[src/shared/adc_cmd_pkg.sv]
// Purpose: shared constants and types for the two-wire converter slave
// Assumes: one system clock, link pins sampled through synchronisers
// Notes: the address prefix below is an arbitrary neutral value
package adc_cmd_pkg;

  localparam int RESULT_W = 12;
  localparam int FIFO_DEPTH = 16;
  localparam logic [3:0] BYTE_BITS = 4'h8;
  localparam logic [3:0] CNT_RESET = 4'h0;
  // arbitrary value, not taken from any part
  localparam logic [4:0] DEV_PREFIX = 5'h0b;
  localparam logic RW_READ = 1'b1;
  localparam logic [1:0] STRAP_WAIT = 2'h3;
  localparam logic [1:0] STRAP_CNT_RESET = 2'h0;
  localparam logic [7:0] CMD_RESET = 8'h00;
  localparam logic [RESULT_W-1:0] RESULT_RESET = 12'h000;
  localparam logic [3:0] HI_BYTE_PAD = 4'h0;
  localparam logic [1:0] PD_BETWEEN = 2'h0;
  localparam logic [1:0] PD_REF_OFF_CONV_ON = 2'h1;
  localparam logic [1:0] PD_REF_ON_CONV_OFF = 2'h2;
  localparam logic [1:0] PD_BOTH_ON = 2'h3;

  typedef enum logic [6:0] {
    ST_IDLE = 7'h01,
    ST_ADDR = 7'h02,
    ST_ADDR_ACK = 7'h04,
    ST_RX = 7'h08,
    ST_RX_ACK = 7'h10,
    ST_TX = 7'h20,
    ST_TX_ACK = 7'h40
  } state_e;

  typedef struct packed {
    logic input_mode_sel;
    logic chan_sel_bit2;
    logic chan_sel_bit1;
    logic chan_sel_bit0;
    logic ref_power_sel;
    logic conv_power_sel;
    logic [1:0] unused;
  } cmd_s;

  typedef struct packed {
    logic [2:0] pos_ch;
    logic [2:0] neg_ch;
    logic neg_common_input;
  } route_s;

endpackage : adc_cmd_pkg

[src/verilog/adc_i2c_slave.sv]
// Purpose: two-wire serial slave front end of a 12-bit SAR converter
// Assumes: SCL and SDA are sampled by CLK_SYS through synchronisers
// Notes: the converter core itself sits outside, behind CONV_* ports
// Function
// - device is slave only; master makes clock, START and STOP up to 3.4MHz
// - data falling while clock high is a START, beginning a transfer
// - data rising while clock high is a STOP, ending a transfer
// - data stays stable during clock high; changes there are conditions
// - bytes move one bit per clock, receiver acknowledges in a ninth bit
// - acknowledger holds data low across the whole acknowledge high phase
// - master withholds last acknowledge; slave releases data for STOP
// - repeated START ends a transfer and restarts address reception
// - first byte is the address; five top bits match the fixed prefix
// - next two bits match the strap pins sampled at startup
// - last address bit: 1 reads from device, 0 writes to it
// - acknowledge only on a full address match, otherwise stay silent
// - in writes acknowledge the address and every received byte
// - in reads shift bytes out on master clock, sample master acknowledge
// - input-mode bit selects differential at 0, single-ended at 1
// - command holds three channel bits, two power bits, unused ignored
// - power bits pick between-conversion, ref off, conv off, both on
// - core clock is off when idle and not addressed; core power too, unless conv_power_sel is set
// - results are straight 12-bit codes, step equals reference over 4096
// - channel routing: single-ended against common, differential pairs
// - result returned upper byte first, four zeros then bits 11 to 8
// - reference power change takes effect at next STOP or repeated START
// - after a write address, conversion begins once the command arrives
`timescale 1ns/10ps
module adc_i2c_slave
  import adc_cmd_pkg::*;
(
  input wire logic CLK_SYS, // system clock, 100 MHz
  input wire logic RST_N, // async reset, active low
  input wire logic SCL_IN, // serial clock pin level
  input wire logic SDA_IN, // serial data pin level
  output logic SDA_OUT, // serial data drive value, always low
  output logic SDA_OE, // high while pulling serial data low
  input wire logic ADDR_STRAP_HI, // address select pin, high bit
  input wire logic ADDR_STRAP_LO, // address select pin, low bit
  output logic CONV_START, // one-cycle pulse, start a conversion
  input wire logic CONV_DONE, // one-cycle pulse from the core
  input wire logic [RESULT_W-1:0] CONV_RESULT, // straight binary code
  output adc_cmd_pkg::route_s MUX_ROUTE, // analog input routing
  output logic INPUT_MODE_SEL, // 1 single-ended, 0 differential
  output logic REF_ON, // internal reference powered
  output logic CONV_POWER_ON, // converter core powered
  output logic CORE_CLK_EN, // internal core clock running
  output logic ADDRESSED // device selected by the master
);
  import adc_cmd_pkg::*;

  logic scl_s;
  logic sda_s;
  logic [1:0] strap_s;
  logic scl_p_q;
  logic sda_p_q;
  logic scl_rise;
  logic scl_fall;
  logic start_det;
  logic stop_det;
  state_e st_q;
  logic [3:0] bit_cnt_q;
  logic [7:0] rx_sh_q;
  logic [7:0] tx_sh_q;
  logic sda_oe_q;
  logic rw_q;
  logic nack_q;
  logic byte_hi_q;
  logic [1:0] strap_q;
  logic [1:0] strap_cnt_q;
  logic addr_match;
  cmd_s cmd_q;
  logic ref_pend_q;
  logic ref_on_q;
  logic conv_pend_q;
  logic conv_busy_q;
  logic conv_start_q;
  logic conv_pwr_q;
  logic clk_en_q;
  logic addressed_q;
  route_s route_q;
  logic mode_q;
  logic [RESULT_W-1:0] word_q;
  logic fifo_wr_ready;
  logic fifo_rd_valid;
  logic fifo_rd_ready;
  logic [RESULT_W-1:0] fifo_rd_data;
  logic load_hi;
  logic load_lo;
  logic rx_done;
  logic tx_next;

  sync2 #(.W(2), .INIT(2'h3)) u_sync_bus (
    .clk(CLK_SYS),
    .rst_n(RST_N),
    .d({SCL_IN, SDA_IN}),
    .q({scl_s, sda_s})
  );

  sync2 #(.W(2), .INIT(2'h0)) u_sync_strap (
    .clk(CLK_SYS),
    .rst_n(RST_N),
    .d({ADDR_STRAP_HI, ADDR_STRAP_LO}),
    .q(strap_s)
  );

  // results wait here; a full buffer holds off the next conversion
  result_fifo #(.WIDTH(RESULT_W), .DEPTH(FIFO_DEPTH)) u_fifo (
    .clk(CLK_SYS),
    .rst_n(RST_N),
    .wr_valid(CONV_DONE),
    .wr_ready(fifo_wr_ready),
    .wr_data(CONV_RESULT),
    .rd_valid(fifo_rd_valid),
    .rd_ready(fifo_rd_ready),
    .rd_data(fifo_rd_data)
  );

  // straps caught once the synchroniser has settled after reset
  always_ff @(posedge CLK_SYS or negedge RST_N) begin
    if (!RST_N) begin
      strap_cnt_q <= STRAP_CNT_RESET;
      strap_q <= 2'h0;
    end else if (strap_cnt_q != STRAP_WAIT) begin
      strap_cnt_q <= strap_cnt_q + 2'h1;
      strap_q <= strap_s;
    end
  end

  always_ff @(posedge CLK_SYS or negedge RST_N) begin
    if (!RST_N) begin
      scl_p_q <= 1'b1;
      sda_p_q <= 1'b1;
    end else begin
      scl_p_q <= scl_s;
      sda_p_q <= sda_s;
    end
  end

  assign scl_rise = scl_s && !scl_p_q;
  assign scl_fall = !scl_s && scl_p_q;
  // data moving while the clock stays high is a condition, not a bit
  assign start_det = scl_s && scl_p_q && sda_p_q && !sda_s;
  assign stop_det = scl_s && scl_p_q && !sda_p_q && sda_s;

  assign addr_match = (rx_sh_q[7:3] == DEV_PREFIX) &&
                      (rx_sh_q[2:1] == strap_q);
  assign rx_done = (st_q == ST_RX) && scl_fall && (bit_cnt_q == BYTE_BITS);
  assign tx_next = (st_q == ST_ADDR_ACK && rw_q == RW_READ) ||
                   (st_q == ST_TX_ACK && !nack_q);
  assign load_hi = scl_fall && tx_next && !byte_hi_q;
  assign load_lo = scl_fall && tx_next && byte_hi_q;
  assign fifo_rd_ready = load_hi;

  // bus state machine; the master owns clock and conditions
  always_ff @(posedge CLK_SYS or negedge RST_N) begin
    if (!RST_N) begin
      st_q <= ST_IDLE;
      bit_cnt_q <= CNT_RESET;
      sda_oe_q <= 1'b0;
      rw_q <= 1'b0;
    end else if (start_det) begin
      st_q <= ST_ADDR;
      bit_cnt_q <= CNT_RESET;
      sda_oe_q <= 1'b0;
    end else if (stop_det) begin
      st_q <= ST_IDLE;
      bit_cnt_q <= CNT_RESET;
      sda_oe_q <= 1'b0;
    end else if (scl_rise) begin
      if (st_q == ST_ADDR || st_q == ST_RX || st_q == ST_TX) begin
        bit_cnt_q <= bit_cnt_q + 4'h1;
      end
    end else if (scl_fall) begin
      case (st_q)
        ST_ADDR: begin
          if (bit_cnt_q == BYTE_BITS) begin
            bit_cnt_q <= CNT_RESET;
            rw_q <= rx_sh_q[0];
            if (addr_match) begin
              st_q <= ST_ADDR_ACK;
              sda_oe_q <= 1'b1;
            end else begin
              st_q <= ST_IDLE;
            end
          end
        end
        ST_ADDR_ACK: begin
          if (rw_q == RW_READ) begin
            st_q <= ST_TX;
            sda_oe_q <= (HI_BYTE_PAD[3] == 1'b0);
          end else begin
            st_q <= ST_RX;
            sda_oe_q <= 1'b0;
          end
        end
        ST_RX: begin
          if (bit_cnt_q == BYTE_BITS) begin
            st_q <= ST_RX_ACK;
            bit_cnt_q <= CNT_RESET;
            sda_oe_q <= 1'b1;
          end
        end
        ST_RX_ACK: begin
          st_q <= ST_RX;
          sda_oe_q <= 1'b0;
        end
        ST_TX: begin
          if (bit_cnt_q == BYTE_BITS) begin
            st_q <= ST_TX_ACK;
            bit_cnt_q <= CNT_RESET;
            sda_oe_q <= 1'b0;
          end else begin
            // bit 7 went out on the previous fall, so send the next one
            sda_oe_q <= !tx_sh_q[6];
          end
        end
        ST_TX_ACK: begin
          if (nack_q) begin
            st_q <= ST_IDLE;
            sda_oe_q <= 1'b0;
          end else begin
            st_q <= ST_TX;
            sda_oe_q <= !(byte_hi_q ? word_q[7] : 1'b0);
          end
        end
        default: begin
          sda_oe_q <= 1'b0;
        end
      endcase
    end
  end

  // receive shifter and master acknowledge sampling
  always_ff @(posedge CLK_SYS or negedge RST_N) begin
    if (!RST_N) begin
      rx_sh_q <= 8'h00;
      nack_q <= 1'b0;
    end else if (start_det) begin
      rx_sh_q <= 8'h00;
    end else if (scl_rise) begin
      if (st_q == ST_ADDR || st_q == ST_RX) begin
        rx_sh_q <= {rx_sh_q[6:0], sda_s};
      end
      if (st_q == ST_TX_ACK) begin
        nack_q <= sda_s;
      end
    end
  end

  // transmit shifter: upper byte first, padded with four zeros
  always_ff @(posedge CLK_SYS or negedge RST_N) begin
    if (!RST_N) begin
      tx_sh_q <= 8'h00;
      byte_hi_q <= 1'b0;
      word_q <= RESULT_RESET;
    end else if (start_det || stop_det) begin
      byte_hi_q <= 1'b0;
    end else if (load_hi) begin
      // an empty buffer repeats the last result rather than stalling
      if (fifo_rd_valid) begin
        word_q <= fifo_rd_data;
        tx_sh_q <= {HI_BYTE_PAD, fifo_rd_data[11:8]};
      end else begin
        tx_sh_q <= {HI_BYTE_PAD, word_q[11:8]};
      end
      tx_sh_q[7] <= HI_BYTE_PAD[3];
      byte_hi_q <= 1'b1;
    end else if (load_lo) begin
      tx_sh_q <= word_q[7:0];
      byte_hi_q <= 1'b0;
    end else if (scl_fall && st_q == ST_TX && bit_cnt_q != BYTE_BITS) begin
      tx_sh_q <= {tx_sh_q[6:0], 1'b0};
    end
  end

  // command capture, routing and conversion request
  always_ff @(posedge CLK_SYS or negedge RST_N) begin
    if (!RST_N) begin
      cmd_q <= CMD_RESET;
      ref_pend_q <= 1'b0;
      conv_pend_q <= 1'b0;
      route_q <= '0;
      mode_q <= 1'b0;
    end else begin
      if (rx_done) begin
        cmd_q <= rx_sh_q;
        ref_pend_q <= rx_sh_q[3];
        mode_q <= rx_sh_q[7];
        conv_pend_q <= 1'b1;
        if (rx_sh_q[7]) begin
          route_q.pos_ch <= {rx_sh_q[5:4], rx_sh_q[6]};
          route_q.neg_ch <= 3'h0;
          route_q.neg_common_input <= 1'b1;
        end else begin
          route_q.pos_ch <= {rx_sh_q[5:4], rx_sh_q[6]};
          route_q.neg_ch <= {rx_sh_q[5:4], !rx_sh_q[6]};
          route_q.neg_common_input <= 1'b0;
        end
      end else if (conv_start_q) begin
        conv_pend_q <= 1'b0;
      end
    end
  end

  // a full result buffer holds the request until room frees up
  always_ff @(posedge CLK_SYS or negedge RST_N) begin
    if (!RST_N) begin
      conv_start_q <= 1'b0;
      conv_busy_q <= 1'b0;
    end else begin
      conv_start_q <= conv_pend_q && !conv_busy_q && !conv_start_q &&
                      fifo_wr_ready;
      if (conv_start_q) begin
        conv_busy_q <= 1'b1;
      end else if (CONV_DONE) begin
        conv_busy_q <= 1'b0;
      end
    end
  end

  // reference follows the last command only at a STOP or repeated START
  always_ff @(posedge CLK_SYS or negedge RST_N) begin
    if (!RST_N) begin
      ref_on_q <= 1'b0;
    end else if (start_det || stop_det) begin
      ref_on_q <= ref_pend_q;
    end
  end

  // power and clock gating of the core
  always_ff @(posedge CLK_SYS or negedge RST_N) begin
    if (!RST_N) begin
      addressed_q <= 1'b0;
      clk_en_q <= 1'b0;
      conv_pwr_q <= 1'b0;
    end else begin
      addressed_q <= (st_q != ST_IDLE) && (st_q != ST_ADDR);
      clk_en_q <= conv_busy_q || conv_pend_q || addressed_q;
      conv_pwr_q <= conv_busy_q || conv_pend_q || addressed_q ||
                    cmd_q.conv_power_sel;
    end
  end

  assign SDA_OUT = 1'b0;
  assign SDA_OE = sda_oe_q;
  assign CONV_START = conv_start_q;
  assign MUX_ROUTE = route_q;
  assign INPUT_MODE_SEL = mode_q;
  assign REF_ON = ref_on_q;
  assign CONV_POWER_ON = conv_pwr_q;
  assign CORE_CLK_EN = clk_en_q;
  assign ADDRESSED = addressed_q;
endmodule : adc_i2c_slave

[src/verilog/sync2.sv]
// Purpose: two-stage synchroniser for pins from outside the clock domain
// Assumes: inputs are slow compared with the system clock
// Notes: the first stage is read only by the second stage
`timescale 1ns/10ps
module sync2 #(
  parameter int W = 1,
  parameter logic [W-1:0] INIT = '0
) (
  input wire logic clk, // system clock
  input wire logic rst_n, // async reset, active low
  input wire logic [W-1:0] d, // asynchronous input
  output logic [W-1:0] q // synchronised output
);
  logic [W-1:0] meta_q;

  always_ff @(posedge clk or negedge rst_n) begin
    if (!rst_n) begin
      meta_q <= INIT;
      q <= INIT;
    end else begin
      meta_q <= d;
      q <= meta_q;
    end
  end
endmodule : sync2

[src/verilog/result_fifo.sv]
// Purpose: result buffer between the converter core and the serial reader
// Assumes: single clock, one write and one read per cycle at most
// Notes: read data is the head word, valid while not empty
`timescale 1ns/10ps
module result_fifo #(
  parameter int WIDTH = 12,
  parameter int DEPTH = 16
) (
  input wire logic clk, // system clock
  input wire logic rst_n, // async reset, active low
  input wire logic wr_valid, // word offered
  output logic wr_ready, // room for a word
  input wire logic [WIDTH-1:0] wr_data, // word in
  output logic rd_valid, // head word present
  input wire logic rd_ready, // head word taken
  output logic [WIDTH-1:0] rd_data // head word
);
  localparam int AW = $clog2(DEPTH);
  logic [WIDTH-1:0] mem [DEPTH];
  logic [AW:0] wptr_q;
  logic [AW:0] rptr_q;
  logic full;
  logic empty;

  assign empty = (wptr_q == rptr_q);
  assign full = (wptr_q[AW] != rptr_q[AW]) &&
                (wptr_q[AW-1:0] == rptr_q[AW-1:0]);
  assign wr_ready = !full;
  assign rd_valid = !empty;
  assign rd_data = mem[rptr_q[AW-1:0]];

  always_ff @(posedge clk) begin
    if (wr_valid && !full) begin
      mem[wptr_q[AW-1:0]] <= wr_data;
    end
  end

  always_ff @(posedge clk or negedge rst_n) begin
    if (!rst_n) begin
      wptr_q <= '0;
      rptr_q <= '0;
    end else begin
      if (wr_valid && !full) begin
        wptr_q <= wptr_q + 1'b1;
      end
      if (rd_ready && !empty) begin
        rptr_q <= rptr_q + 1'b1;
      end
    end
  end
endmodule : result_fifo

[config.mk]
export PLATFORM = sky130hd
export DESIGN_NAME = adc_i2c_slave
export DESIGN_NICKNAME = d
export VERILOG_FILES = /design/src/shared/adc_cmd_pkg.sv /design/src/verilog/adc_i2c_slave.sv /design/src/verilog/sync2.sv /design/src/verilog/result_fifo.sv
export SDC_FILE = /design/constraint.sdc
export NUM_CORES = 1
export LEC_CHECK = 0
export BUFFER_PORTS_ARGS = -buffer_cell sky130_fd_sc_hd__buf_2
export CORE_MARGIN = 2
export CORE_UTILIZATION = 23
export CTS_CLUSTER_DIAMETER = 200
export CTS_CLUSTER_SIZE = 28
export DETAILED_ROUTE_END_ITERATION = 10
export GPL_TIMING_DRIVEN = 0
export PLACE_DENSITY = 0.39
export SLEW_MARGIN = 20
export SYNTH_ARGS = -nofsm -noshare
export SYNTH_HDL_FRONTEND = slang
export SYNTH_SLANG_ARGS = --single-unit
[constraint.sdc]
create_clock -name CLK_SYS -period 2.8 [get_ports CLK_SYS]
set_input_delay 0.28 -clock CLK_SYS [delete_from_list [all_inputs] [get_ports CLK_SYS]]
set_output_delay 0.28 -clock CLK_SYS [all_outputs]
set_load 0.03 [all_outputs]
==> key figures <==
Run status
  • Status: finished clean

Layout
  • Share of cells above drive strength 1: 0.267
  • Core Util, Final: 0.263
  • Filler Cell Count: 4,985
  • Layout area overhead: 13.0%
  • Antenna fix cells: 0
  • Post-layout nets: 757
  • FF/Latch Area: 7830 um2
  • Multi-input gate area: 3330 um2

Run
  • Number of max-cap violations: 0

Power and ir drop
  • P per Cell Area: 617 nW/um2
  • Leakage: 4.49 nW
  • Worst vdd ir: 0.342 mV

Placement
  • IO Port Bufs: 32
  • Final Wtd Congestion: 0.734
  • Pre-CTS WS: -262 ps
  • HPWL reported at the end of detailed placement: 17,200 um

Min path
  • Hold path startpoint: CONV_DONE
  • Worst min path class: primary input to flip-flop
  • Hold Path Sink: conv_busy_q$_DFFE_PN0P_
  • Hold path depth: 3

STA
  • Final hold vios: 0
  • Fmax: 0.379 GHz
  • RSZ-0062 raised after global routing: false
  • Final worst setup slack: 161 ps
  • Final worst-path cycle share: 0.943
  • Fin Clk Skew: 11.8 ps
  • Minimum clock period: 2640 ps
  • Setup TNS: 0 ps
  • Fin. max-slew vios: 0
  • Worst-case headroom to the max-slew limit: 0.364
  • Hold WS: 89.8 ps
  • Final setup viols: 0
  • Worst Max-Slew Pin Slew: 954 ps

Setup path
  • Worst Path Arrival: 3030 ps
  • R2R Path End: word_q[5]$_DFFE_PN0P_
  • Max FO, Critical Path: 10
  • CP max-delay cell: clkbuf_1
  • Reg2reg start: u_fifo.rptr_q[1]$_DFFE_PN0P_
  • Worst path cell trace: buf_2, clkbuf_1, mux4_2, mux4_2, mux2_4
  • Req. time, crit path: 3190 ps
  • Slowest Stage Delay on Critical Path: 720 ps
  • Crit path kind: flip-flop to flip-flop
  • Most frequent cell on the critical path: mux4_2
  • Worst Setup End Kind: flip-flop
  • R2R Setup Slk: 160 ps
  • CP Launch Type: flip-flop
  • Reg2reg path depth: 5

Logic synthesis
  • Synth top area share: 0.506
  • Synth cell types: 65
  • Post-synthesis net count: 703
  • Ys async rst share: 0.299
  • EDFF count, synth: 192
  • Seq/Total Area, Yosys: 0.687
  • Top cells by area, synth: edfxtp_1, dfrtp_1, mux4_2, dfstp_2, nand2_1
  • Post-synth top area cell: edfxtp_1
  • Cell area after synthesis: 11,400 um2
  • Mapped Cells: 672
  • Dominant synthesized flop cell: edfxtp_1
  • Synthesis warning total: 0
  • Syn avg cell area: 17.0 um2
  • Register bit total from synthesis: 274

Clocking
  • CTS sink cnt: 274
  • Root Buffer: clkbuf_16
  • Worst-Skew Late Latency: 500 ps
  • CTS H-tree lvls: 1
  • TritonCTS Buffers: 13
  • TritonCTS clock tree: built
  • Worst-case clock buffer depth: 3
  • Clk slew on worst S/H paths: 120 ps

Floorplanning
  • Site Rows: 81
  • Die X-Extent: 227 um
  • DIE HEIGHT: 227 um
  • Starting Density: 0.233
  • Die Area: 51,400 um2
  • Placeable Area: 49,000 um2
  • IO Pins: 34

Drt
  • Antenna violation net count after detailed routing: 0
  • Vias per cell: 4.22
  • Detailed Routing Iterations Pass 1: 4
  • Final wirelength: 26,800 um
  • Remaining DRCs: 0
  • Routed via count: 5,875
  • Iteration-0 DRC Markers: 452
  • DR WL/cell: 19.2 um

Global routing
  • GRT Util Overall: 0.106
  • GR Util met1: 0.146
  • First-pass GRT wire length: 40,600 um
  • Largest net degree at the start of global routing: 52
  • Gr busiest metal: met2
  • Grt met3 use: 0.0148
  • Initial antenna violation count: 2
  • Vias in the first global route: 6,178
  • Met2 usage: 0.178
  • Final global-route overflow total: 0
cell usage after synthesis (11+ instances only):
master,n
edfxtp_1,192
nand2_1,47
ha_1,12
xnor2_1,11
and3_1,16
clkbuf_1,18
dfrtp_1,75
a21oi_1,17
nand3_1,17
buf_2,14
inv_1,15
nor2_1,16
mux4_2,56
mux2_2,14
cell families after synthesis:
family,after synthesis,synth area share
buf+inv,57,0.0241
xor+xnor,20,0.0154
compound gates,72,0.0459
fa+ha+maj,12,0.0132
flops,274,0.687
simple gates,150,0.0716
mux,86,0.143
other cells,1,0.000329
critical path: cells and delay by family (launching register included):
kind,cells,cell delay [ps]
multiplexers,3,1250
buffers and inverters,2,930
flip-flops,1,360
flip-flops by register name, indices dropped and copies added (netlist names), 4 cells and up:
signal / flops
u_fifo.mem: 192
word_q: 12
rx_sh_q: 8
MUX_ROUTE: 7
st_q: 7
tx_sh_q: 7
u_fifo.rptr_q: 5
u_fifo.wptr_q: 5
bit_cnt_q: 4
power by group:
group	internal [mW]	total (mW)	switching [mW]	leakage, nW
logic	0.306	0.963	0.657	1.50
registers	4.71	4.83	0.115	2.81
clock network	0.875	2.16	1.28	0.172
total	5.89	7.95	2.05	4.49
through the flow:
step | power, mW | area, um2 | instances
detailed placement | 5.90 | 12400 | 1371
CTS | 8.10 | 12900 | 1394
finish | 7.95 | 12900 | 1393
floorplan | 5.46 | 11400 | 672
global placement | 5.89 | 12400 | 1368
global route | 8.33 | 12900 | 1393
worst max path at each step:
| stage | startpoint | endpoint | slack [ps] | cells after the start |
|---|---|---|---|---|
| after floorplan | u_fifo.rptr_q[0]$_DFFE_PN0P_ | u_fifo.mem[3][0]$_DFFE_PP_ | 290 | 7 |
| after global placement | u_fifo.rptr_q[1]$_DFFE_PN0P_ | u_fifo.mem[3][1]$_DFFE_PP_ | -1320 | 7 |
| after detailed placement | u_fifo.rptr_q[1]$_DFFE_PN0P_ | word_q[11]$_DFFE_PN0P_ | -260 | 7 |
| after CTS | u_fifo.rptr_q[1]$_DFFE_PN0P_ | word_q[11]$_DFFE_PN0P_ | 2 | 7 |
| after global routing | u_fifo.rptr_q[2]$_DFFE_PN0P_ | u_fifo.mem[3][5]$_DFFE_PP_ | 30 | 9 |
| final | u_fifo.rptr_q[1]$_DFFE_PN0P_ | word_q[5]$_DFFE_PN0P_ | 160 | 5 |
per-layer routing:
metal | vias to the layer above | share of wire
li1 | 2703 | -
met1 | 3041 | 0.46
met2 | 90 | 0.48
met3 | 37 | 0.032
met4 | 4 | 0.020
met5 | - | 0.00093
final cells by class:
class	instances	area share
multi-input cells	341	0.258
repair buffers	40	0.0201
clock buffers	16	0.0261
inverters	15	0.00437
clock inverters	2	0.00136
well taps	664	0.0645
plain buffers	41	0.0173
flip-flops and latches	274	0.608
cell usage in the layout, fill, tap and decap left out, types with 6 or more instances in the layout:
master,instances
a21oi_1,17
a22oi_1,10
and3_2,15
buf_2,43
buf_4,6
clkbuf_1,18
clkbuf_16,13
dfrtp_1,75
dfstp_2,7
edfxtp_1,192
ha_1,12
inv_1,15
mux2_2,14
mux2_4,10
mux2i_1,6
mux4_2,56
nand2_1,47
nand3_1,17
nand4_1,10
nor2_1,16
nor2b_1,10
o21ai_0,10
xnor2_1,11
xor2_1,9
timing repair:
action	4_1_cts	5_1_grt
hold buffers	5	0
hold endpoints to repair	35	0
resized for setup	3	18
setup endpoints to repair	193	187
buffers inserted	0	0
Power figures use the tool's default switching activity.
